==> src/mcr_cfg.svh <==
// offsets, field positions, reset values and timing counts of the clock controller
// assumes a 32-bit classic Wishbone bus with word-aligned registers
// Contract
// - clock_out_select drives core clock on pin
// - clock output idle during timed halt
// - slow divider codes give /2 /4 /8 /16
// - slow mode selects divided core clock
// - period codes give 16000 to 200000 cycles
// - new period applies after current period ends
// - tick interrupt requested only while enabled
// - halt with tick enable enters timed halt
// - tick interrupt wakes from timed halt
// - flag set at each completed period
// - reading control register clears the flag
// - tone select gives off, 2k, 1k, 500 Hz
// - tone keeps running in timed halt
// - full halt freezes counter and registers
// - tick wakes wait and timed halt only
`ifndef MCR_CFG_SVH
`define MCR_CFG_SVH

// register indices, byte address is four times the index
`define MCR_IDX_SIS   6'h2B
`define MCR_IDX_CSR   6'h2C
`define MCR_IDX_TONE  6'h2D
`define MCR_IDX_ISTS  6'h30
`define MCR_IDX_IMSK  6'h31

// control/status fields
`define MCR_CSR_CKO   7
`define MCR_CSR_DIV_H 6
`define MCR_CSR_DIV_L 5
`define MCR_CSR_SLOW  4
`define MCR_CSR_PER_H 3
`define MCR_CSR_PER_L 2
`define MCR_CSR_TIE   1
`define MCR_CSR_TFL   0
`define MCR_TONE_H    1
`define MCR_TONE_L    0
`define MCR_EVT_TICK  0

// reset values
`define MCR_CSR_RST   8'h00
`define MCR_TONE_RST  2'h0

// time-base periods in oscillator cycles
`define MCR_BASE_P0   16000
`define MCR_BASE_P1   32000
`define MCR_BASE_P2   80000
`define MCR_BASE_P3   200000

// tone frequencies in Hz at the reference oscillator rate
`define MCR_REF_HZ    8000000
`define MCR_TONE_HZ1  2000
`define MCR_TONE_HZ2  1000
`define MCR_TONE_HZ3  500
`define MCR_HALF(hz)  (`MCR_REF_HZ / (2 * (hz)))

`endif

==> src/mcr_pkg.sv <==
// types shared by the clock controller modules
// assumes nothing of its surroundings
package mcr_pkg;
  // power modes, one-hot
  typedef enum logic [3:0] {
    mcr_run   = 4'h1,
    mcr_wait  = 4'h2,
    mcr_ahalt = 4'h4,
    mcr_halt  = 4'h8
  } mcr_pwr_e;
endpackage

==> src/mcr_div_if.sv <==
// interface between the controller and one rate divider
// assumes both ends run on the same clock
`timescale 1ns/10ps
`default_nettype none
interface mcr_div_if #(parameter int W = 4);
  logic         en;
  logic         clr;
  logic [W-1:0] limit;
  logic         tick;
  modport ctrl (output en, output clr, output limit, input tick);
  modport cnt  (input en, input clr, input limit, output tick);
endinterface
`default_nettype wire

==> src/mcr_clock_ctrl.sv <==
// main clock controller: core clock prescaler, clock out, time base, tone
// assumes clk_i is the oscillator clock, cpu-side inputs share that clock
//
// Design decision made here: the Wishbone register port.
`include "mcr_cfg.svh"
`timescale 1ns/10ps
`default_nettype none
module mcr_clock_ctrl #(
  parameter int BASE_P0  = `MCR_BASE_P0,
  parameter int BASE_P1  = `MCR_BASE_P1,
  parameter int BASE_P2  = `MCR_BASE_P2,
  parameter int BASE_P3  = `MCR_BASE_P3,
  parameter int TONE_H1  = `MCR_HALF(`MCR_TONE_HZ1),
  parameter int TONE_H2  = `MCR_HALF(`MCR_TONE_HZ2),
  parameter int TONE_H3  = `MCR_HALF(`MCR_TONE_HZ3)
) (
  input  wire logic        clk_i,
  input  wire logic        rst_i,
  input  wire logic        cyc_i,
  input  wire logic        stb_i,
  input  wire logic        we_i,
  input  wire logic [7:0]  adr_i,
  input  wire logic [3:0]  sel_i,
  input  wire logic [31:0] dat_i,
  output logic      [31:0] dat_o,
  output logic             ack_o,
  input  wire logic        halt_req_i,
  input  wire logic        wait_req_i,
  input  wire logic        wake_ext_i,
  output logic             core_clk_en_o,
  output logic             clock_out_o,
  output logic             clock_out_oe_n_o,
  output logic             tone_o,
  output logic             tone_oe_n_o,
  output logic             irq_o,
  output logic      [3:0]  pwr_mode_o
);
  mcr_pkg::mcr_pwr_e st;
  mcr_pkg::mcr_pwr_e next_st;
  logic        clk_out_sel;
  logic [1:0]  slow_div;
  logic        slow_mode;
  logic [1:0]  period_sel;
  logic        tick_ie;
  logic        tick_flag;
  logic [1:0]  tone_sel;
  logic        ists;
  logic        imsk;
  logic [5:0]  idx;
  logic        acc;
  logic        wr;
  logic        rd_csr;
  logic        halted;
  logic        frozen;
  logic [7:0]  csr_val;
  logic [17:0] base_next_lim;
  logic [12:0] tone_lim;

  mcr_div_if #(.W(18)) base_div ();
  mcr_div_if #(.W(5))  sp_div ();
  mcr_div_if #(.W(13)) tn_div ();

  mcr_rate_div u_base (.clk_i(clk_i), .rst_i(rst_i), .div(base_div.cnt));
  mcr_rate_div u_sp (.clk_i(clk_i), .rst_i(rst_i), .div(sp_div.cnt));
  mcr_rate_div u_tn (.clk_i(clk_i), .rst_i(rst_i), .div(tn_div.cnt));

  // bus decode, one access per request
  assign idx    = adr_i[7:2];
  assign acc    = cyc_i && stb_i && !ack_o;
  assign halted = (st == mcr_pkg::mcr_halt);
  assign frozen = halted || (st == mcr_pkg::mcr_ahalt);
  assign wr     = acc && we_i && sel_i[0] && !frozen;
  assign rd_csr = acc && !we_i && (idx == `MCR_IDX_CSR);
  assign csr_val = {clk_out_sel, slow_div, slow_mode, period_sel, tick_ie, tick_flag};
  assign pwr_mode_o = st;

  // ack one cycle after the request, dropped the cycle after
  always_ff @(posedge clk_i) begin
    if (rst_i) begin
      ack_o <= 1'b0;
    end else begin
      ack_o <= acc;
    end
  end

  // read data, unmapped and foreign indices read zero
  always_ff @(posedge clk_i) begin
    if (rst_i) begin
      dat_o <= 32'h0000_0000;
    end else if (acc && !we_i) begin
      case (idx)
        `MCR_IDX_CSR:  dat_o <= {24'h00_0000, csr_val};
        `MCR_IDX_TONE: dat_o <= {30'h0000_0000, tone_sel};
        `MCR_IDX_ISTS: dat_o <= {31'h0000_0000, ists};
        `MCR_IDX_IMSK: dat_o <= {31'h0000_0000, imsk};
        default:       dat_o <= 32'h0000_0000;
      endcase
    end
  end

  // control fields written by software
  always_ff @(posedge clk_i) begin
    if (rst_i) begin
      {clk_out_sel, slow_div, slow_mode, period_sel, tick_ie} <= 7'(`MCR_CSR_RST >> 1);
    end else if (wr && idx == `MCR_IDX_CSR) begin
      clk_out_sel <= dat_i[`MCR_CSR_CKO];
      slow_div    <= dat_i[`MCR_CSR_DIV_H:`MCR_CSR_DIV_L];
      slow_mode   <= dat_i[`MCR_CSR_SLOW];
      period_sel  <= dat_i[`MCR_CSR_PER_H:`MCR_CSR_PER_L];
      tick_ie     <= dat_i[`MCR_CSR_TIE];
    end
  end

  // tone select, upper bits are not stored
  always_ff @(posedge clk_i) begin
    if (rst_i) begin
      tone_sel <= `MCR_TONE_RST;
    end else if (wr && idx == `MCR_IDX_TONE) begin
      tone_sel <= dat_i[`MCR_TONE_H:`MCR_TONE_L];
    end
  end

  // tick flag: set by each period, cleared by a read, set wins
  always_ff @(posedge clk_i) begin
    if (rst_i) begin
      tick_flag <= 1'b0;
    end else if (base_div.tick) begin
      tick_flag <= 1'b1;
    end else if (rd_csr) begin
      tick_flag <= 1'b0;
    end
  end

  // sticky event status, write one to clear, set wins
  always_ff @(posedge clk_i) begin
    if (rst_i) begin
      ists <= 1'b0;
    end else if (base_div.tick) begin
      ists <= 1'b1;
    end else if (wr && idx == `MCR_IDX_ISTS && dat_i[`MCR_EVT_TICK]) begin
      ists <= 1'b0;
    end
  end

  // event mask
  always_ff @(posedge clk_i) begin
    if (rst_i) begin
      imsk <= 1'b0;
    end else if (wr && idx == `MCR_IDX_IMSK) begin
      imsk <= dat_i[`MCR_EVT_TICK];
    end
  end

  // interrupt request gated by the tick enable
  always_ff @(posedge clk_i) begin
    if (rst_i) begin
      irq_o <= 1'b0;
    end else begin
      irq_o <= tick_ie && ists && imsk;
    end
  end

  // period table
  always_comb begin
    case (period_sel)
      2'h0:    base_next_lim = 18'(BASE_P0);
      2'h1:    base_next_lim = 18'(BASE_P1);
      2'h2:    base_next_lim = 18'(BASE_P2);
      default: base_next_lim = 18'(BASE_P3);
    endcase
  end

  // period in use changes only at the end of a period
  always_ff @(posedge clk_i) begin
    if (rst_i) begin
      base_div.limit <= 18'(BASE_P0);
    end else if (base_div.tick) begin
      base_div.limit <= base_next_lim;
    end
  end

  // time base runs except in full halt
  assign base_div.en  = !halted;
  assign base_div.clr = 1'b0;

  // slow prescaler, ratio 2 << code, restarted on a control write
  assign sp_div.limit = 5'h02 << slow_div;
  assign sp_div.en    = !frozen;
  assign sp_div.clr   = wr && (idx == `MCR_IDX_CSR);

  // core clock enable, stopped in both halt modes
  always_ff @(posedge clk_i) begin
    if (rst_i) begin
      core_clk_en_o <= 1'b0;
    end else begin
      core_clk_en_o <= !frozen && (!slow_mode || sp_div.tick);
    end
  end

  // clock out pin, half the core rate, held low in timed halt
  always_ff @(posedge clk_i) begin
    if (rst_i) begin
      clock_out_o <= 1'b0;
    end else if (!clk_out_sel || frozen) begin
      clock_out_o <= 1'b0;
    end else if (core_clk_en_o) begin
      clock_out_o <= !clock_out_o;
    end
  end

  // clock out pin drive enable follows the select bit
  always_ff @(posedge clk_i) begin
    if (rst_i) begin
      clock_out_oe_n_o <= 1'b1;
    end else begin
      clock_out_oe_n_o <= !clk_out_sel;
    end
  end

  // tone half-period table
  always_comb begin
    case (tone_sel)
      2'h1:    tone_lim = 13'(TONE_H1);
      2'h2:    tone_lim = 13'(TONE_H2);
      default: tone_lim = 13'(TONE_H3);
    endcase
  end

  assign tn_div.limit = tone_lim;
  assign tn_div.en    = !halted && (tone_sel != 2'h0);
  assign tn_div.clr   = wr && (idx == `MCR_IDX_TONE);

  // tone pin toggles each half period, square wave
  always_ff @(posedge clk_i) begin
    if (rst_i) begin
      tone_o      <= 1'b0;
      tone_oe_n_o <= 1'b1;
    end else begin
      tone_oe_n_o <= (tone_sel == 2'h0);
      if (tone_sel == 2'h0) begin
        tone_o <= 1'b0;
      end else if (tn_div.tick) begin
        tone_o <= !tone_o;
      end
    end
  end

  // power mode sequencing
  always_comb begin
    next_st = st;
    case (st)
      mcr_pkg::mcr_run: begin
        if (halt_req_i) begin
          next_st = tick_ie ? mcr_pkg::mcr_ahalt : mcr_pkg::mcr_halt;
        end else if (wait_req_i) begin
          next_st = mcr_pkg::mcr_wait;
        end
      end
      mcr_pkg::mcr_wait: begin
        if (irq_o || wake_ext_i) begin
          next_st = mcr_pkg::mcr_run;
        end
      end
      mcr_pkg::mcr_ahalt: begin
        if (irq_o || wake_ext_i) begin
          next_st = mcr_pkg::mcr_run;
        end
      end
      mcr_pkg::mcr_halt: begin
        if (wake_ext_i) begin
          next_st = mcr_pkg::mcr_run;
        end
      end
      default: next_st = mcr_pkg::mcr_run;
    endcase
  end

  // power mode register
  always_ff @(posedge clk_i) begin
    if (rst_i) begin
      st <= mcr_pkg::mcr_run;
    end else begin
      st <= next_st;
    end
  end
endmodule
`default_nettype wire

==> src/mcr_rate_div.sv <==
// rate divider: counts enabled cycles and pulses tick every limit cycles
// assumes limit is at least one and stable except where the caller allows
`timescale 1ns/10ps
`default_nettype none
module mcr_rate_div (
  input  wire logic clk_i,
  input  wire logic rst_i,
  mcr_div_if.cnt    div
);
  localparam int W = $bits(div.limit);
  logic [W-1:0] cnt;
  logic         last;

  // end of period reached
  assign last = (cnt >= div.limit - 1'b1);

  // counter restarts at zero after each period
  always_ff @(posedge clk_i) begin
    if (rst_i || div.clr) begin
      cnt <= '0;
    end else if (div.en) begin
      if (last) begin
        cnt <= '0;
      end else begin
        cnt <= cnt + 1'b1;
      end
    end
  end

  assign div.tick = div.en && !div.clr && last;
endmodule
`default_nettype wire

==> config.mk <==
export PLATFORM = sky130hd
export DESIGN_NAME = mcr_clock_ctrl
export DESIGN_NICKNAME = d
export VERILOG_FILES = /design/src/mcr_pkg.sv /design/src/mcr_div_if.sv /design/src/mcr_clock_ctrl.sv /design/src/mcr_rate_div.sv
export VERILOG_INCLUDE_DIRS = /design/src
export SDC_FILE = /design/constraint.sdc
export NUM_CORES = 1
export LEC_CHECK = 0
export BUFFER_PORTS_ARGS = -buffer_cell sky130_fd_sc_hd__clkbuf_2
export CORE_MARGIN = 3
export CORE_UTILIZATION = 54
export DETAILED_ROUTE_END_ITERATION = 7
export PLACE_DENSITY = 0.8
export SLEW_MARGIN = 20
export SYNTH_ARGS = -nofsm -noshare
export SYNTH_HDL_FRONTEND = slang
export SYNTH_SLANG_ARGS = --single-unit
==> constraint.sdc <==
create_clock -name clk_i -period 3.3 [get_ports clk_i]
set_input_delay 0 -clock clk_i [delete_from_list [all_inputs] [get_ports clk_i]]
set_output_delay 0 -clock clk_i [all_outputs]
set_load 0.005 [all_outputs]
# After elaboration in Yosys (flattened, before gate mapping)
# Cells that the tools add are included.
totals:
  ff_bits: 109
  latchBits: 0
  ram_bits: 0
  romBits: 0
  out_inout_bits: 43
  word_cells: 109
  n_memories: 0
classes:
  n_addsub: 6
  mul: 0
  div_mod_pow: 0
  n_lt_le_gt_ge: 3
  n_eq_ne: 15
  shift: 1
  n_mux: 16
  n_bitwise: 0
  n_reduce_logical: 46
op_table:
  columns: ["cell", "count"]
  rows:
  - ["18-bit one-hot mux with 3 select lines", 1]
  - ["8-bit one-hot mux with 4 select lines", 1]
  - ["13-bit one-hot mux with 2 select lines", 1]
  - ["6-bit == test (second input constant)", 4]
  - ["1-bit logical AND", 21]
  - ["4-bit 2-to-1 mux", 5]
  - ["18-bit by 1-bit adder with 18-bit output (second input constant)", 1]
  - ["18-bit greater-or-equal comparator", 1]
  - ["18-bit 2-to-1 mux", 1]
  - ["18-bit by 1-bit subtractor with 18-bit output (second input constant)", 1]
  - ["13-bit by 1-bit adder with 13-bit output (second input constant)", 1]
  - ["13-bit greater-or-equal comparator", 1]
  - ["13-bit 2-to-1 mux", 1]
  - ["13-bit by 1-bit subtractor with 13-bit output (second input constant)", 1]
  - ["4-bit one-hot mux with 3 select lines", 1]
  - ["1-bit zero test", 10]
  - ["1-bit logical OR", 6]
  - ["2-bit nonzero test", 3]
  - ["2-bit OR reduction", 3]
  - ["5-bit by 1-bit adder with 5-bit output (second input constant)", 1]
  - ["5-bit greater-or-equal comparator", 1]
  - ["5-bit 2-to-1 mux", 1]
  - ["2-bit by 2-bit left shift with 5-bit output (first input constant)", 1]
  - ["5-bit by 1-bit subtractor with 5-bit output (second input constant)", 1]
  - ["12 further kinds", 18]

# Longest topological paths before layout
# Gate-level depths: netlist (run 1).
depth:
  ltp_word: 11
  mapped_depth: 10

# By module
# Synthesis (run 1) repeated with hierarchy kept, for this count alone.
unflattened:
  cells_unflattened: 576
  area_unflattened_um2: 4913.5
by_module_without_submodules:
  columns: ["mod", "instances", "cells_each", "area_each_um2", "seq_area_each_um2"]
  rows:
  - ["mcr_clock_ctrl", 1, 212, 1878.1, 780.7]
  - ["mcr_rate_div (u_base)", 1, 181, 1500.2, 360.3]
  - ["mcr_rate_div (u_tn)", 1, 136, 1122.3, 260.2]
  - ["mcr_rate_div (u_sp)", 1, 47, 412.9, 100.1]

# Worst setup path after synthesis (run 1)
# Ideal clock, no wire load.
synth_path:
  kind: "reg-to-reg"
  start: "register base_div.limit[6]"
  end: "register base_div.limit[16]"
  arrival_ns: 2.402
  path_slack_ns: 0.827
  stages_incl_launch_ff: 11
  period_less_slack_ns: 2.473
  cell_sequence: "dfxtp_1 -> inv_1 -> ha_1 -> xnor2_1 -> ha_1 -> nand3_1 -> or4_1 -> a31o_2 -> a21oi_4 -> buf_4 -> mux2i_1"
synth_between:
  elab_chain_len: 3
synth_rtl:
  columns: ["item", "line_no", "rtl"]
  rows:
  - ["start, declared", "mcr_div_if.sv:8", "logic [W-1:0] limit;"]
  - ["start signal, assigned", "mcr_clock_ctrl.sv:176", "base_div.limit <= 18'(BASE_P0);"]
  - ["start signal, assigned", "mcr_clock_ctrl.sv:178", "base_div.limit <= base_next_lim;"]
  - ["18-bit by 1-bit subtractor with 18-bit output", "mcr_rate_div.sv:15", "assign last = (cnt >= div.limit - 1'b1);"]
  - ["18-bit greater-or-equal comparator", "mcr_rate_div.sv:15", null]
  - ["1-bit logical AND", "mcr_rate_div.sv:30", "assign div.tick = div.en && !div.clr && last;"]
# No other way between the ends.
# A chain may end at the register's enable or synchronous reset.

# Final worst setup path (run 1)
layout_path:
  start: "register base_div.limit[6]"
  end: "register u_base.cnt[6]"
layout_between:
  elab_chain_len: 3
layout_rtl:
  columns: ["item", "line_no", "rtl"]
  rows:
  - ["18-bit by 1-bit subtractor with 18-bit output", "mcr_rate_div.sv:15", null]
  - ["18-bit greater-or-equal comparator", "mcr_rate_div.sv:15", null]
  - ["18-bit 2-to-1 mux", "mcr_rate_div.sv:22", "if (last) begin"]
  - ["end signal, assigned", "mcr_rate_div.sv:25", "cnt <= cnt + 1'b1;"]
  - ["end, declared", "mcr_rate_div.sv:11", "logic [W-1:0] cnt;"]
# No other way between the ends.

==> report_table.html, run 1 <==
<table>
<tr><th>Metric</th><th>Value</th></tr>
<tr><th colspan="2">Status</th></tr>
<tr><td>Result of the run</td><td>completed</td></tr>
<tr><th colspan="2">Finish</th></tr>
<tr><td>Fraction of layout cells with a size suffix above 1</td><td>15.3%</td></tr>
<tr><td>Total non-filler cell area in the finished layout</td><td>roughly 4700 µm²</td></tr>
<tr><td>Final core occ</td><td>a little under two thirds</td></tr>
<tr><td>Syn-to-layout area delta</td><td>12.5%</td></tr>
<tr><td>Count of filler cells inserted in the layout</td><td>610</td></tr>
<tr><td>Total inserted antenna cells</td><td>0</td></tr>
<tr><td># nets final</td><td>600</td></tr>
<tr><th colspan="2">Logic synthesis</th></tr>
<tr><td>Syn Std Cell Area</td><td>4160 µm²</td></tr>
<tr><td>Register bit count reported by yosys</td><td>75</td></tr>
<tr><td>Fraction of registers with async set or reset after synthesis</td><td>0%</td></tr>
<tr><td>Post-synthesis cell type count</td><td>59</td></tr>
<tr><td>Syn_area_per_cell</td><td>8.92 µm²</td></tr>
<tr><td>Cells after Synth</td><td>466</td></tr>
<tr><td>Sequential-to-total area share from yosys stat</td><td>36.1%</td></tr>
<tr><td>Most frequently used flop master after synthesis</td><td>dfxtp_1</td></tr>
<tr><td>EDFF count, synth</td><td>0</td></tr>
<tr><td>Yosys Warn Count</td><td>0</td></tr>
<tr><th colspan="2">Timing</th></tr>
<tr><td>Final setup skew</td><td>0.0102 ns</td></tr>
<tr><td>Max-slew headroom</td><td>51.5%</td></tr>
<tr><td>Sum Neg Setup Slack</td><td>0 ns</td></tr>
<tr><td>Final worst path period need</td><td>2.93 ns</td></tr>
<tr><td>Achievable frequency</td><td>341 MHz</td></tr>
<tr><td>Final-report setup violation count</td><td>0</td></tr>
<tr><td>Hold Violations, Final</td><td>0</td></tr>
<tr><td>Worst Tran Pin Value</td><td>0.721 ns</td></tr>
<tr><td>RSZ-0062 raised after global routing</td><td>false</td></tr>
<tr><td>Max-slew violation total from the final report</td><td>0</td></tr>
<tr><td>Final cycle utilization of the critical path</td><td>88.9%</td></tr>
<tr><td>Minimum hold slack</td><td>0.0735 ns</td></tr>
<tr><th colspan="2">Clocking</th></tr>
<tr><td>Clock latency on the worst-skew pair</td><td>0.36 ns</td></tr>
<tr><td>TritonCTS clock tree</td><td>done</td></tr>
<tr><td>Clock tree buffer depth</td><td>2</td></tr>
<tr><td>Sinks on Clock Net</td><td>75</td></tr>
<tr><td>Cell at the root of the clock tree</td><td>clkbuf_8</td></tr>
<tr><td>Clock slew at the register clock pins of the worst setup and hold paths</td><td>0.08 ns</td></tr>
<tr><td>Level count of the clock H-tree</td><td>3</td></tr>
<tr><td>Post-CTS Resized</td><td>0</td></tr>
<tr><td>Total CTS buffers</td><td>9</td></tr>
<tr><th colspan="2">Power</th></tr>
<tr><td>Pwr per Cell Area</td><td>395 nW/µm²</td></tr>
<tr><td>Leak</td><td>around 0.0019 µW</td></tr>
<tr><td>Overall power consumption</td><td>1850 µW</td></tr>
<tr><td>Peak ir drop on the vdd network</td><td>0.000242 V</td></tr>
<tr><th colspan="2">GRT</th></tr>
<tr><td>GRT Resource Usage Total</td><td>21.8%</td></tr>
<tr><td>Final global-route overflow total</td><td>0</td></tr>
<tr><td>First-pass GRT wire length</td><td>15400 µm</td></tr>
<tr><td>Pin count of the biggest net entering global routing</td><td>44</td></tr>
<tr><td>Antenna violations before repair</td><td>0</td></tr>
<tr><td>Via count of the first global-routing pass</td><td>3403</td></tr>
<tr><th colspan="2">Floorplanning</th></tr>
<tr><td>Core footprint</td><td>7370 µm²</td></tr>
<tr><td>Initial core utilization</td><td>56.4%</td></tr>
<tr><td>Die ar.</td><td>around 8800 µm²</td></tr>
<tr><td>Core Rows</td><td>31</td></tr>
<tr><td>Width of the chip</td><td>~94 µm</td></tr>
<tr><td>Io pins</td><td>95</td></tr>
<tr><td>Die height</td><td>between 90 and 100 µm</td></tr>
<tr><th colspan="2">Job</th></tr>
<tr><td>Count of maximum capacitance violations</td><td>0</td></tr>
<tr><th colspan="2">Setup path</th></tr>
<tr><td>Peak fanout along the critical path</td><td>13</td></tr>
<tr><td>WS Path Type</td><td>flip-flop to flip-flop</td></tr>
<tr><td>Worst Path Arrival</td><td>3.16 ns</td></tr>
<tr><td>Sort of element at the end of the critical path</td><td>flip-flop</td></tr>
<tr><td>Startpoint class of the critical path</td><td>flip-flop</td></tr>
<tr><td>Endpoint required time on the critical path</td><td>between 3 and 4 ns</td></tr>
<tr><th colspan="2">Routing</th></tr>
<tr><td>Antenna-violating nets left</td><td>0</td></tr>
<tr><td>Via density</td><td>5.41</td></tr>
<tr><td>Initial detailed-routing violation count</td><td>130</td></tr>
<tr><td>Number of design rule violations left after detail routing</td><td>0</td></tr>
<tr><td>Routed wire length</td><td>approximately 9000 µm</td></tr>
<tr><td>Via count</td><td>3368</td></tr>
<tr><td>WL per Instance</td><td>14.1 µm</td></tr>
<tr><td>TritonRoute pass-1 iters</td><td>5</td></tr>
<tr><th colspan="2">Placed design</th></tr>
<tr><td>Gp weighted congestion</td><td>0.841</td></tr>
<tr><td>Placed wire-length estimate</td><td>6270 µm</td></tr>
<tr><td>Number of input and output port buffers inserted</td><td>41</td></tr>
<tr><td>Total placed instance area</td><td>4320 µm²</td></tr>
<tr><th colspan="2">Worst hold path</th></tr>
<tr><td>Worst min path class</td><td>primary input to flip-flop</td></tr>
</table>
## logic make-up (layout without fill, tap and decap cells)
kind of cell	Yosys count	after routing	synth area share, %
and+or+nand+nor	192	192	24.8
DFF	75	75	36.1
buffers and inverters	60	95	8.25
AOI/OAI and AO/OA	56	56	10.1
xor gates and xnor gates	34	34	7.16
adders and majority gates	29	29	8.73
muxes	19	19	4.67
other	1	24	0.0902
## cell usage in the layout (no fill, tap or decap), drive strengths merged, types with 4 or more instances in the layout
master / count
dfxtp: 75
clkbuf: 52
nor2: 41
nor3: 38
nand2: 37
ha: 29
conb: 24
nand3: 18
inv: 18
xor2: 17
xnor2: 17
dlygate4sd3: 17
mux2i: 16
nand4: 15
a21oi: 14
a211oi: 8
nand2b: 7
o21ai: 7
a21o: 6
a22oi: 6
and4: 6
a31oi: 4
and3: 4
and2: 4
clkinv: 4
## worst max-delay path, cell delays in order (launching register included)
cell     delay (ns)
dfxtp_1        0.42
inv_1          0.10
ha_1           0.24
xnor2_1        0.13
ha_1           0.31
nand3_1        0.06
or4_1          0.53
a31o_2         0.30
a21oi_4        0.35
buf_4          0.28
nor3_1         0.08
## routing by layer
layer	wire length, µm	share of wire, %	track usage, %	vias to the layer above
met1	3960	45	26.2	1571
li1	-	-	-	1700
met2	4230	48	37.1	85
met5	0	0	0	-
met4	131	1.5	8.66	0
met3	437	5.0	5.21	12
## area by class of cell
cell class | count | area, µm² | area share, %
clock buffer | 11 | 151 | 3.24
clock inverter | 5 | 35.0 | 0.749
inverter | 18 | 67.6 | 1.45
multi-input combinational | 354 | 2400 | 51.3
sequential | 75 | 1500 | 32.1
tap | 99 | 124 | 2.65
timing repair buffer | 61 | 398 | 8.51
## power breakdown
part	leakage [µW]	total [µW]	internal (µW)	switching [µW]
Sequential	0.000607	962	929	32.3
Clock	0.0000957	674	315	358
Combinational	0.00120	212	98.6	113
Total	0.00191	1850	1340	503
## stage by stage
stage	setup slack (ns)	instances
after global placement	0.471	590
after floorplan	0.827	489
after global routing	0.202	623
final	0.366	623
after CTS	0.371	623
after detailed placement	0.393	590
## repair_timing
action,CTS,global route
endpoints found under the hold margin,16,0
hold buffers,17,0
buffers inserted,0,0
## synthesized netlist by cell type (3+ instances only)
cell type	number	share of area, %
mux2_2	3	0.81
nor2_1	41	3.7
xor2_1	17	3.6
a211oi_1	7	1.3
clkbuf_1	10	0.90
buf_4	26	4.7
a21o_1	6	1.1
nand2_1	37	3.3
a21oi_1	12	1.4
buf_2	4	0.48
and3_1	4	0.60
xnor2_1	17	3.6
a22oi_1	6	1.1
nand4_1	15	2.3
dfxtp_1	75	36
or3_1	3	0.45
o21ai_1	4	0.48
and4_1	5	1.1
nor3_2	6	1.4
nor3_1	32	3.9
mux2i_1	16	3.9
nand3_1	17	2.0
ha_1	29	8.7
nand2b_1	7	1.1
and2_1	4	0.60
nor2b_1	3	0.45
inv_1	17	1.5
o21ai_0	3	0.36
a31oi_1	4	0.60
## path summary, 6_finish.rpt
| kind | from | endpoint | slack [ns] | depth (start not counted) |
|---|---|---|---|---|
| max | base_div.limit[6] | u_base.cnt[6] | 0.37 | 10 |
| min | adr_i[4] | dat_o[1] | 0.07 | 5 |
| max reg2reg | base_div.limit[6] | u_base.cnt[6] | 0.37 | 10 |
| min reg2reg | dat_o[1] | dat_o[1] | 0.47 | 2 |
## flip-flops by register name (all words and copies together), names as in the netlist, 2 cells and up
register,flops
slow_div,2
dat_o,8
tone_sel,2
u_tn.cnt,13
u_sp.cnt,5
base_div.limit,8
pwr_mode_o,4
u_base.cnt,18
period_sel,2
Power figures use the tool's default switching activity.
==> run 2: changes to the inputs <==
==> constraint.sdc (replaced) <==
create_clock -name clk_i -period 3.3 [get_ports clk_i]
set_input_delay 0.66 -clock clk_i [delete_from_list [all_inputs] [get_ports clk_i]]
set_output_delay 0.66 -clock clk_i [all_outputs]
set_load 0.005 [all_outputs]
==> run 2 against run 1 <==
Effect of this change: sequential power about the same; critical endpoint is now base_div.limit[7]; largest cell class unchanged; critical path type unchanged; first-iteration DRC count fell by 25%; worst hold slack improved by 0.38 ns.
==> report_table.html, run 2 (synthesis gave the netlist of run 1 again) <==
<table>
<tr><th>Metric</th><th>Value</th></tr>
<tr><th colspan="2">Clocking</th></tr>
<tr><td>Clock slew at the register clock pins of the worst setup and hold paths</td><td>0.08 ns</td></tr>
<tr><td>Hold buffer count at CTS</td><td>0</td></tr>
<tr><td>Cell at the root of the clock tree</td><td>clkbuf_8</td></tr>
<tr><td>Post-CTS Resized</td><td>0</td></tr>
<tr><td>Clock tree buffer depth</td><td>2</td></tr>
<tr><td>Sinks on Clock Net</td><td>75</td></tr>
<tr><td>TritonCTS clock tree</td><td>done</td></tr>
<tr><td>Number of post-CTS setup repair buffers</td><td>0</td></tr>
<tr><td>Total CTS buffers</td><td>9</td></tr>
<tr><td>Level count of the clock H-tree</td><td>3</td></tr>
<tr><td>Clock latency on the worst-skew pair</td><td>roughly 0.36 ns</td></tr>
<tr><th colspan="2">Floorplanning</th></tr>
<tr><td>Die height</td><td>93.7 µm</td></tr>
<tr><td>Initial core utilization</td><td>between 50% and 60%</td></tr>
<tr><td>Width of the chip</td><td>93.7 µm</td></tr>
<tr><td>Core footprint</td><td>7370 µm²</td></tr>
<tr><td>Io pins</td><td>95</td></tr>
<tr><td>Die ar.</td><td>between 8000 and 9000 µm²</td></tr>
<tr><td>Core Rows</td><td>31</td></tr>
<tr><th colspan="2">Timing</th></tr>
<tr><td>Final setup skew</td><td>0.0128 ns</td></tr>
<tr><td>Sum Neg Setup Slack</td><td>0 ns</td></tr>
<tr><td>Final cycle utilization of the critical path</td><td>84.1%</td></tr>
<tr><td>RSZ-0062 raised after global routing</td><td>false</td></tr>
<tr><td>Max-slew headroom</td><td>~49%</td></tr>
<tr><td>Max-slew violation total from the final report</td><td>0</td></tr>
<tr><td>Final worst path period need</td><td>2.78 ns</td></tr>
<tr><td>Final-report setup violation count</td><td>0</td></tr>
<tr><td>Worst Tran Pin Value</td><td>0.760 ns</td></tr>
<tr><td>Final Worst Setup Slack</td><td>between 0.5 and 0.6 ns</td></tr>
<tr><td>Hold Violations, Final</td><td>0</td></tr>
<tr><td>Achievable frequency</td><td>360 MHz</td></tr>
<tr><th colspan="2">Finish</th></tr>
<tr><td>Total inserted antenna cells</td><td>0</td></tr>
<tr><td>Fraction of layout cells with a size suffix above 1</td><td>15.7%</td></tr>
<tr><td>Syn-to-layout area delta</td><td>8.97%</td></tr>
<tr><td>Most used cells in the layout excluding fill and tap cells</td><td>dfxtp_1 (75), nor2_1 (41), clkbuf_2 (41), nand2_1 (37), nor3_1 (32)</td></tr>
<tr><td>Final core occ</td><td>61.5%</td></tr>
<tr><td>Total non-filler cell area in the finished layout</td><td>4530 µm²</td></tr>
<tr><td>Register with the most flip-flops</td><td>u_base.cnt</td></tr>
<tr><td>Most common library cell in the layout ignoring fill and taps</td><td>dfxtp_1</td></tr>
<tr><td>Number of flip-flops under the largest register name</td><td>18</td></tr>
<tr><td>Registers with the highest flip-flop counts</td><td>u_base.cnt (18), u_tn.cnt (13)</td></tr>
<tr><td># nets final</td><td>584</td></tr>
<tr><th colspan="2">GRT</th></tr>
<tr><td>M2 GR Usage</td><td>36.7%</td></tr>
<tr><td>Via count of the first global-routing pass</td><td>between 3000 and 4000</td></tr>
<tr><td>First-pass GRT wire length</td><td>14700 µm</td></tr>
<tr><td>Met3 capacity usage during global routing</td><td>5.21%</td></tr>
<tr><td>Pin count of the biggest net entering global routing</td><td>37</td></tr>
<tr><td>Most crowded layer after global routing</td><td>met2</td></tr>
<tr><td>Antenna violations before repair</td><td>0</td></tr>
<tr><td>GRT Resource Usage Total</td><td>20.8%</td></tr>
<tr><td>Met1 track utilization from global routing</td><td>24.4%</td></tr>
<tr><td>Final global-route overflow total</td><td>0</td></tr>
<tr><th colspan="2">Placed design</th></tr>
<tr><td>Setup WS pre-CTS</td><td>0.588 ns</td></tr>
<tr><td>Number of input and output port buffers inserted</td><td>41</td></tr>
<tr><td>Total placed instance area</td><td>between 4000 and 5000 µm²</td></tr>
<tr><td>Placed wire-length estimate</td><td>6410 µm</td></tr>
<tr><td>Gp weighted congestion</td><td>0.863</td></tr>
<tr><th colspan="2">Worst hold path</th></tr>
<tr><td>Worst hold path startpoint</td><td>clk_out_sel</td></tr>
<tr><td>End point of the worst hold path</td><td>clock_out_oe_n_o</td></tr>
<tr><td>Worst min path class</td><td>flip-flop to flip-flop</td></tr>
<tr><td>Hold depth</td><td>1</td></tr>
<tr><th colspan="2">Routing</th></tr>
<tr><td>Initial detailed-routing violation count</td><td>97</td></tr>
<tr><td>Number of design rule violations left after detail routing</td><td>0</td></tr>
<tr><td>Via count</td><td>3376</td></tr>
<tr><td>WL per Instance</td><td>14.2 µm</td></tr>
<tr><td>Routed wire length</td><td>8620 µm</td></tr>
<tr><td>Antenna-violating nets left</td><td>0</td></tr>
<tr><td>TritonRoute pass-1 iters</td><td>4</td></tr>
<tr><td>Via density</td><td>5.56</td></tr>
<tr><th colspan="2">Job</th></tr>
<tr><td>Count of maximum capacitance violations</td><td>0</td></tr>
<tr><th colspan="2">Power</th></tr>
<tr><td>Pwr per Cell Area</td><td>roughly 420 nW/µm²</td></tr>
<tr><td>Leak</td><td>0.00185 µW</td></tr>
<tr><td>Peak ir drop on the vdd network</td><td>0.000421 V</td></tr>
<tr><th colspan="2">Setup path</th></tr>
<tr><td>Startpoint class of the critical path</td><td>flip-flop</td></tr>
<tr><td>Peak fanout along the critical path</td><td>13</td></tr>
<tr><td>WS Path Type</td><td>flip-flop to flip-flop</td></tr>
<tr><td>Worst Path Arrival</td><td>~3 ns</td></tr>
<tr><td>Startpoint of the most critical register-to-register path</td><td>base_div.limit[6]</td></tr>
<tr><td>Sort of element at the end of the critical path</td><td>flip-flop</td></tr>
<tr><td>Number of cells on the worst reg-to-reg path</td><td>9</td></tr>
<tr><td>R2R Path End</td><td>base_div.limit[7]</td></tr>
<tr><td>Worst R2R Setup Slack</td><td>0.52 ns</td></tr>
<tr><td>Endpoint required time on the critical path</td><td>3.54 ns</td></tr>
<tr><th colspan="2">Status</th></tr>
<tr><td>Result of the run</td><td>completed</td></tr>
</table>
[run 2: cell count changes in the layout (fill, tap and decap cells not counted)]
cell,before,now
dlygate4sd3_1,17,0
buf_4,3,4
bufinv_16,0,1
clkbuf_1,0,1
clkbuf_8,11,10
clkinv_2,2,1
clkinv_4,1,2
clkinvlp_4,1,0
[run 2: per-layer routing]
metal / share of wire (%) / vias to the layer above
li1: - / 1682
met1: 44 / 1588
met2: 49 / 94
met3: 5.3 / 12
met4: 1.5 / 0
met5: 0 / -
[run 2: report_power, final]
group          internal (µW)  leakage, µW  switching, µW
Sequential               929     0.000607           32.0
Combinational           84.7      0.00114            107
Clock                    374     0.000104            355
Total                   1390      0.00185            495
[run 2: area by class of cell]
type	count	area (µm²)
clock buffer	11	141
timing repair buffer	45	235
inverter	18	67.6
multi-input combinational	354	2400
clock inverter	5	61.3
fill	652	2840
tap	99	124
sequential	75	1500
[run 2: worst max-delay path by stage]
stage,end,from,cells after the start,slack (ns)
after global placement,base_div.limit[7],base_div.limit[6],9,0.62
final,base_div.limit[7],base_div.limit[6],9,0.52
after CTS,base_div.limit[7],base_div.limit[6],9,0.54
after global routing,base_div.limit[7],base_div.limit[6],9,0.33
after floorplan,base_div.limit[16],base_div.limit[6],10,0.83
after detailed placement,base_div.limit[7],base_div.limit[6],9,0.59
[run 2: worst max-delay path, stage by stage (launching register included)]
cell and delay [ns]:
dfxtp_1 0.35, nor3_1 0.28, nor3b_1 0.24, ha_1 0.27
and3_1 0.19, a221o_1 0.40, a221oi_4 0.38, a21oi_4 0.10
buf_4 0.22, o31a_1 0.25
[run 2: metrics by stage]
stage,hold WS (ns),total power [µW],std cells
2_1_floorplan,0.391,1140,489
3_3_place_gp,0.444,1160,591
3_5_place_dp,0.442,1170,591
4_1_cts,0.455,1900,607
5_1_grt,0.462,1970,607
6_report,0.449,1880,607
==> run 3: changes to the inputs <==
--- a/config.mk
+++ b/config.mk
@@ -6,11 +6,12 @@
 export SDC_FILE = /design/constraint.sdc
 export NUM_CORES = 1
 export LEC_CHECK = 0
+export ABC_AREA = 1
 export BUFFER_PORTS_ARGS = -buffer_cell sky130_fd_sc_hd__clkbuf_2
 export CORE_MARGIN = 3
-export CORE_UTILIZATION = 54
+export CORE_UTILIZATION = 55
 export DETAILED_ROUTE_END_ITERATION = 7
-export PLACE_DENSITY = 0.8
+export PLACE_DENSITY = 0.81
 export SLEW_MARGIN = 20
 export SYNTH_ARGS = -nofsm -noshare
 export SYNTH_HDL_FRONTEND = slang
==> constraint.sdc (replaced) <==
create_clock -name clk_i -period 2.6 [get_ports clk_i]
set_input_delay 0.52 -clock clk_i [delete_from_list [all_inputs] [get_ports clk_i]]
set_output_delay 0.52 -clock clk_i [all_outputs]
set_load 0.005 [all_outputs]
==> run 3 against run 2 <==
Effect of this change: via count grew 14%; register-to-register slack lost 0.27 ns; sequential share of layout area fell by 1.1 points; count of clock-buffer cells in the layout decreased by 2; critical path type unchanged; highest routed layer unchanged.
==> report_table.html, run 3 <==
<table>
<tr><th>Metric</th><th>Value</th></tr>
<tr><th colspan="2">Logic synthesis</th></tr>
<tr><td>Register bit count reported by yosys</td><td>75</td></tr>
<tr><td>Syn_area_per_cell</td><td>slightly above 7 µm²</td></tr>
<tr><td>Fraction of registers with async set or reset after synthesis</td><td>0%</td></tr>
<tr><td>EDFF count, synth</td><td>0</td></tr>
<tr><td>Most frequently used flop master after synthesis</td><td>dfxtp_1</td></tr>
<tr><td>Most frequently used cell type in the post-synthesis netlist</td><td>nand2_1</td></tr>
<tr><td>Cells taking the most area after synthesis</td><td>dfxtp_1 (35%), nand2_1 (12%), ha_1 (8.4%)</td></tr>
<tr><td>Post-synthesis cell type count</td><td>36</td></tr>
<tr><td>Syn Std Cell Area</td><td>4290 µm²</td></tr>
<tr><td>Top-area cell type share of the netlist area</td><td>35.0%</td></tr>
<tr><td>Yosys Warn Count</td><td>0</td></tr>
<tr><td>Sequential-to-total area share from yosys stat</td><td>35.0%</td></tr>
<tr><td>Library cell occupying the most area in the post-synthesis netlist</td><td>dfxtp_1</td></tr>
<tr><td>Cells after Synth</td><td>598</td></tr>
<tr><td>Most instantiated cells after synthesis</td><td>nand2_1 (133), dfxtp_1 (75), nor2_1 (69), inv_1 (67), nand3_1 (46)</td></tr>
<tr><th colspan="2">GRT</th></tr>
<tr><td>Final global-route overflow total</td><td>0</td></tr>
<tr><td>Via count of the first global-routing pass</td><td>3594</td></tr>
<tr><td>Antenna violations before repair</td><td>0</td></tr>
<tr><td>GRT Resource Usage Total</td><td>between 20 and 25%</td></tr>
<tr><td>First-pass GRT wire length</td><td>roughly 16000 µm</td></tr>
<tr><td>Pin count of the biggest net entering global routing</td><td>20</td></tr>
<tr><th colspan="2">Floorplanning</th></tr>
<tr><td>Core footprint</td><td>approximately 7400 µm²</td></tr>
<tr><td>Core Rows</td><td>31</td></tr>
<tr><td>Initial core utilization</td><td>58.0%</td></tr>
<tr><td>Die height</td><td>94.4 µm</td></tr>
<tr><td>Width of the chip</td><td>approximately 94 µm</td></tr>
<tr><td>Die ar.</td><td>around 9000 µm²</td></tr>
<tr><td>Io pins</td><td>95</td></tr>
<tr><th colspan="2">Routing</th></tr>
<tr><td>Number of design rule violations left after detail routing</td><td>0</td></tr>
<tr><td>Via count</td><td>3843</td></tr>
<tr><td>Via density</td><td>5.14</td></tr>
<tr><td>Antenna-violating nets left</td><td>0</td></tr>
<tr><td>Top layer used by detailed routing</td><td>met4</td></tr>
<tr><td>Routed wire length</td><td>9060 µm</td></tr>
<tr><td>Length of routed wiring on met1</td><td>between 4000 and 5000 µm</td></tr>
<tr><td>TritonRoute pass-1 iters</td><td>4</td></tr>
<tr><td>Total met2 wirelength after detailed routing</td><td>4420 µm</td></tr>
<tr><td>Met3 routed wirelength</td><td>407 µm</td></tr>
<tr><td>WL per Instance</td><td>12.1 µm</td></tr>
<tr><td>Initial detailed-routing violation count</td><td>138</td></tr>
<tr><th colspan="2">Clocking</th></tr>
<tr><td>Sinks on Clock Net</td><td>75</td></tr>
<tr><td>Clock tree buffer depth</td><td>2</td></tr>
<tr><td>Hold buffer count at CTS</td><td>0</td></tr>
<tr><td>Level count of the clock H-tree</td><td>3</td></tr>
<tr><td>Clock slew at the register clock pins of the worst setup and hold paths</td><td>0.09 ns</td></tr>
<tr><td>TritonCTS clock tree</td><td>done</td></tr>
<tr><td>Post-CTS Resized</td><td>0</td></tr>
<tr><td>Clock latency on the worst-skew pair</td><td>about 0.35 ns</td></tr>
<tr><td>Number of post-CTS setup repair buffers</td><td>0</td></tr>
<tr><td>Total CTS buffers</td><td>9</td></tr>
<tr><td>Cell at the root of the clock tree</td><td>clkbuf_8</td></tr>
<tr><th colspan="2">Power</th></tr>
<tr><td>Cell-internal power</td><td>1630 µW</td></tr>
<tr><td>Leak</td><td>0.00213 µW</td></tr>
<tr><td>Portion of total power attributed to sequential cells</td><td>about 52%</td></tr>
<tr><td>Net switching power figure</td><td>678 µW</td></tr>
<tr><td>Pwr per Cell Area</td><td>slightly below 500 nW/µm²</td></tr>
<tr><td>Peak ir drop on the vdd network</td><td>0.000253 V</td></tr>
<tr><td>Clock share of power</td><td>between 30% and 40%</td></tr>
<tr><td>Combinational Power Share</td><td>approximately a tenth</td></tr>
<tr><td>Switching share of total power</td><td>a little under 30%</td></tr>
<tr><td>Overall power consumption</td><td>about 2300 µW</td></tr>
<tr><th colspan="2">Timing</th></tr>
<tr><td>Final worst path period need</td><td>2.35 ns</td></tr>
<tr><td>Final-report setup violation count</td><td>0</td></tr>
<tr><td>Final Worst Setup Slack</td><td>0.250 ns</td></tr>
<tr><td>Sum Neg Setup Slack</td><td>0 ns</td></tr>
<tr><td>Final setup skew</td><td>0.00996 ns</td></tr>
<tr><td>Final cycle utilization of the critical path</td><td>around nine tenths</td></tr>
<tr><td>Max-slew headroom</td><td>62.8%</td></tr>
<tr><td>Worst Tran Pin Value</td><td>approximately 0.56 ns</td></tr>
<tr><td>Hold Violations, Final</td><td>0</td></tr>
<tr><td>Achievable frequency</td><td>426 MHz</td></tr>
<tr><td>Max-slew violation total from the final report</td><td>0</td></tr>
<tr><th colspan="2">Worst hold path</th></tr>
<tr><td>Worst min path class</td><td>primary input to flip-flop</td></tr>
<tr><th colspan="2">Placed design</th></tr>
<tr><td>Gp weighted congestion</td><td>0.906</td></tr>
<tr><td>Number of input and output port buffers inserted</td><td>41</td></tr>
<tr><td>Setup WS pre-CTS</td><td>0.262 ns</td></tr>
<tr><td>Placed wire-length estimate</td><td>6720 µm</td></tr>
<tr><th colspan="2">Setup path</th></tr>
<tr><td>Master of the slowest instance on the critical path</td><td>dfxtp_1</td></tr>
<tr><td>Startpoint of the most critical register-to-register path</td><td>base_div.limit[6]</td></tr>
<tr><td>Peak fanout along the critical path</td><td>13</td></tr>
<tr><td>Series of cell instances along the critical path</td><td>inv_1, ha_1, xnor2_1, ha_1, nand2_1, inv_1, a21oi_1, nand2_1, nand2_1, nand2_2, nand2_2, nand2_2, o21ai_0</td></tr>
<tr><td>Worst R2R Setup Slack</td><td>approximately 0.25 ns</td></tr>
<tr><td>Endpoint required time on the critical path</td><td>2.87 ns</td></tr>
<tr><td>Launch point of the worst path</td><td>base_div.limit[6]</td></tr>
<tr><td>Worst Path Arrival</td><td>~2.6 ns</td></tr>
<tr><td>R2R Path End</td><td>base_div.limit[6]</td></tr>
<tr><td>Number of cells on the worst reg-to-reg path</td><td>13</td></tr>
<tr><td>Capture point of the worst path</td><td>base_div.limit[6]</td></tr>
<tr><td>Sort of element at the end of the critical path</td><td>flip-flop</td></tr>
<tr><td>WS Path Type</td><td>flip-flop to flip-flop</td></tr>
<tr><td>Startpoint class of the critical path</td><td>flip-flop</td></tr>
<tr><td>Worst path max stage delay</td><td>about 0.33 ns</td></tr>
<tr><th colspan="2">Finish</th></tr>
<tr><td>Final core occ</td><td>63.2%</td></tr>
<tr><td>Registers with the highest flip-flop counts</td><td>u_base.cnt (18), u_tn.cnt (13)</td></tr>
<tr><td>Most common library cell in the layout ignoring fill and taps</td><td>nand2_1</td></tr>
<tr><td>Syn-to-layout area delta</td><td>8.97%</td></tr>
<tr><td>Most used cells in the layout excluding fill and tap cells</td><td>nand2_1 (132), dfxtp_1 (75), nor2_1 (69), inv_1 (67), nand3_1 (46)</td></tr>
<tr><td>Register with the most flip-flops</td><td>u_base.cnt</td></tr>
<tr><td>Fraction of layout cells with a size suffix above 1</td><td>15.0%</td></tr>
<tr><td>Count of filler cells inserted in the layout</td><td>660</td></tr>
<tr><td># nets final</td><td>724</td></tr>
<tr><td>Total inserted antenna cells</td><td>0</td></tr>
<tr><td>Number of flip-flops under the largest register name</td><td>18</td></tr>
<tr><th colspan="2">Job</th></tr>
<tr><td>Count of maximum capacitance violations</td><td>0</td></tr>
<tr><th colspan="2">Status</th></tr>
<tr><td>Result of the run</td><td>completed</td></tr>
</table>
[run 3: changes by cell type after synthesis, sizes merged, moves of 13 or more]
| cell | delta |
|---|---|
| nor3 | -31 |
| nor2 | +46 |
| nand3 | +28 |
| inv | +53 |
| nand2 | +104 |
| o21ai | +13 |
| a21oi | +25 |
| mux2i | -14 |
[run 3: worst min path at each step]
stage	startpoint	end	slack, ns	cells after the start
floorplan	clk_out_sel	clock_out_oe_n_o	0.40	1
global placement	clk_out_sel	clock_out_oe_n_o	0.42	1
detailed placement	clk_out_sel	clock_out_oe_n_o	0.44	1
CTS	dat_i[7]	clk_out_sel	0.40	3
global route	dat_i[4]	slow_mode	0.43	3
finish	dat_i[7]	clk_out_sel	0.42	3
[run 3: cell type report]
| cell class | count | area (µm²) | area share, % |
|---|---|---|---|
| Sequential cell | 75 | 1500 | 32.1 |
| Clock inverter | 7 | 58.8 | 1.26 |
| Tap cell | 99 | 124 | 2.65 |
| Inverter | 70 | 263 | 5.61 |
| Multi-Input combinational cell | 441 | 2370 | 50.6 |
| Timing Repair Buffer | 46 | 243 | 5.19 |
| Clock buffer | 9 | 124 | 2.65 |
[run 3: logic make-up after synthesis]
kind of cell	share of synthesized area [%]
simple gates	32.0
xor+xnor	4.08
compound gates	7.96
mux	0.466
flops	35.0
buf+inv	12.0
fa+ha+maj	8.45
other cells	0.0873
[run 3: worst max-delay path, delay by kind of cell (launching register included)]
| family | cells | cell delay [ns] |
|---|---|---|
| simple gates | 6 | 0.78 |
| fa+ha+maj | 2 | 0.50 |
| compound gates | 2 | 0.36 |
| flops | 1 | 0.33 |
| xor+xnor | 1 | 0.17 |
| buf+inv | 2 | 0.14 |
[run 3: metal layers]
layer,GRT usage (%),vias up
met5,0,-
met3,3.35,11
met4,7.58,0
met2,37.9,110
li1,-,1958
met1,26.9,1764
[run 3: per-stage QoR]
step,std cells,area (µm²),hold WS (ns)
6_report,747,4680,0.416
5_1_grt,747,4680,0.430
4_1_cts,747,4680,0.402
3_5_place_dp,731,4490,0.436
3_3_place_gp,731,4490,0.422
2_1_floorplan,621,4380,0.402
[run 3: power by group through the flow]
stage | registers, µW | logic (µW) | clock network (µW)
final | 1210 | 245 | 854
after global routing | 1220 | 282 | 915
after CTS | 1210 | 244 | 868
after detailed placement | 1240 | 243 | 0
after global placement | 1240 | 230 | 0
after floorplan | 1230 | 201 | 0
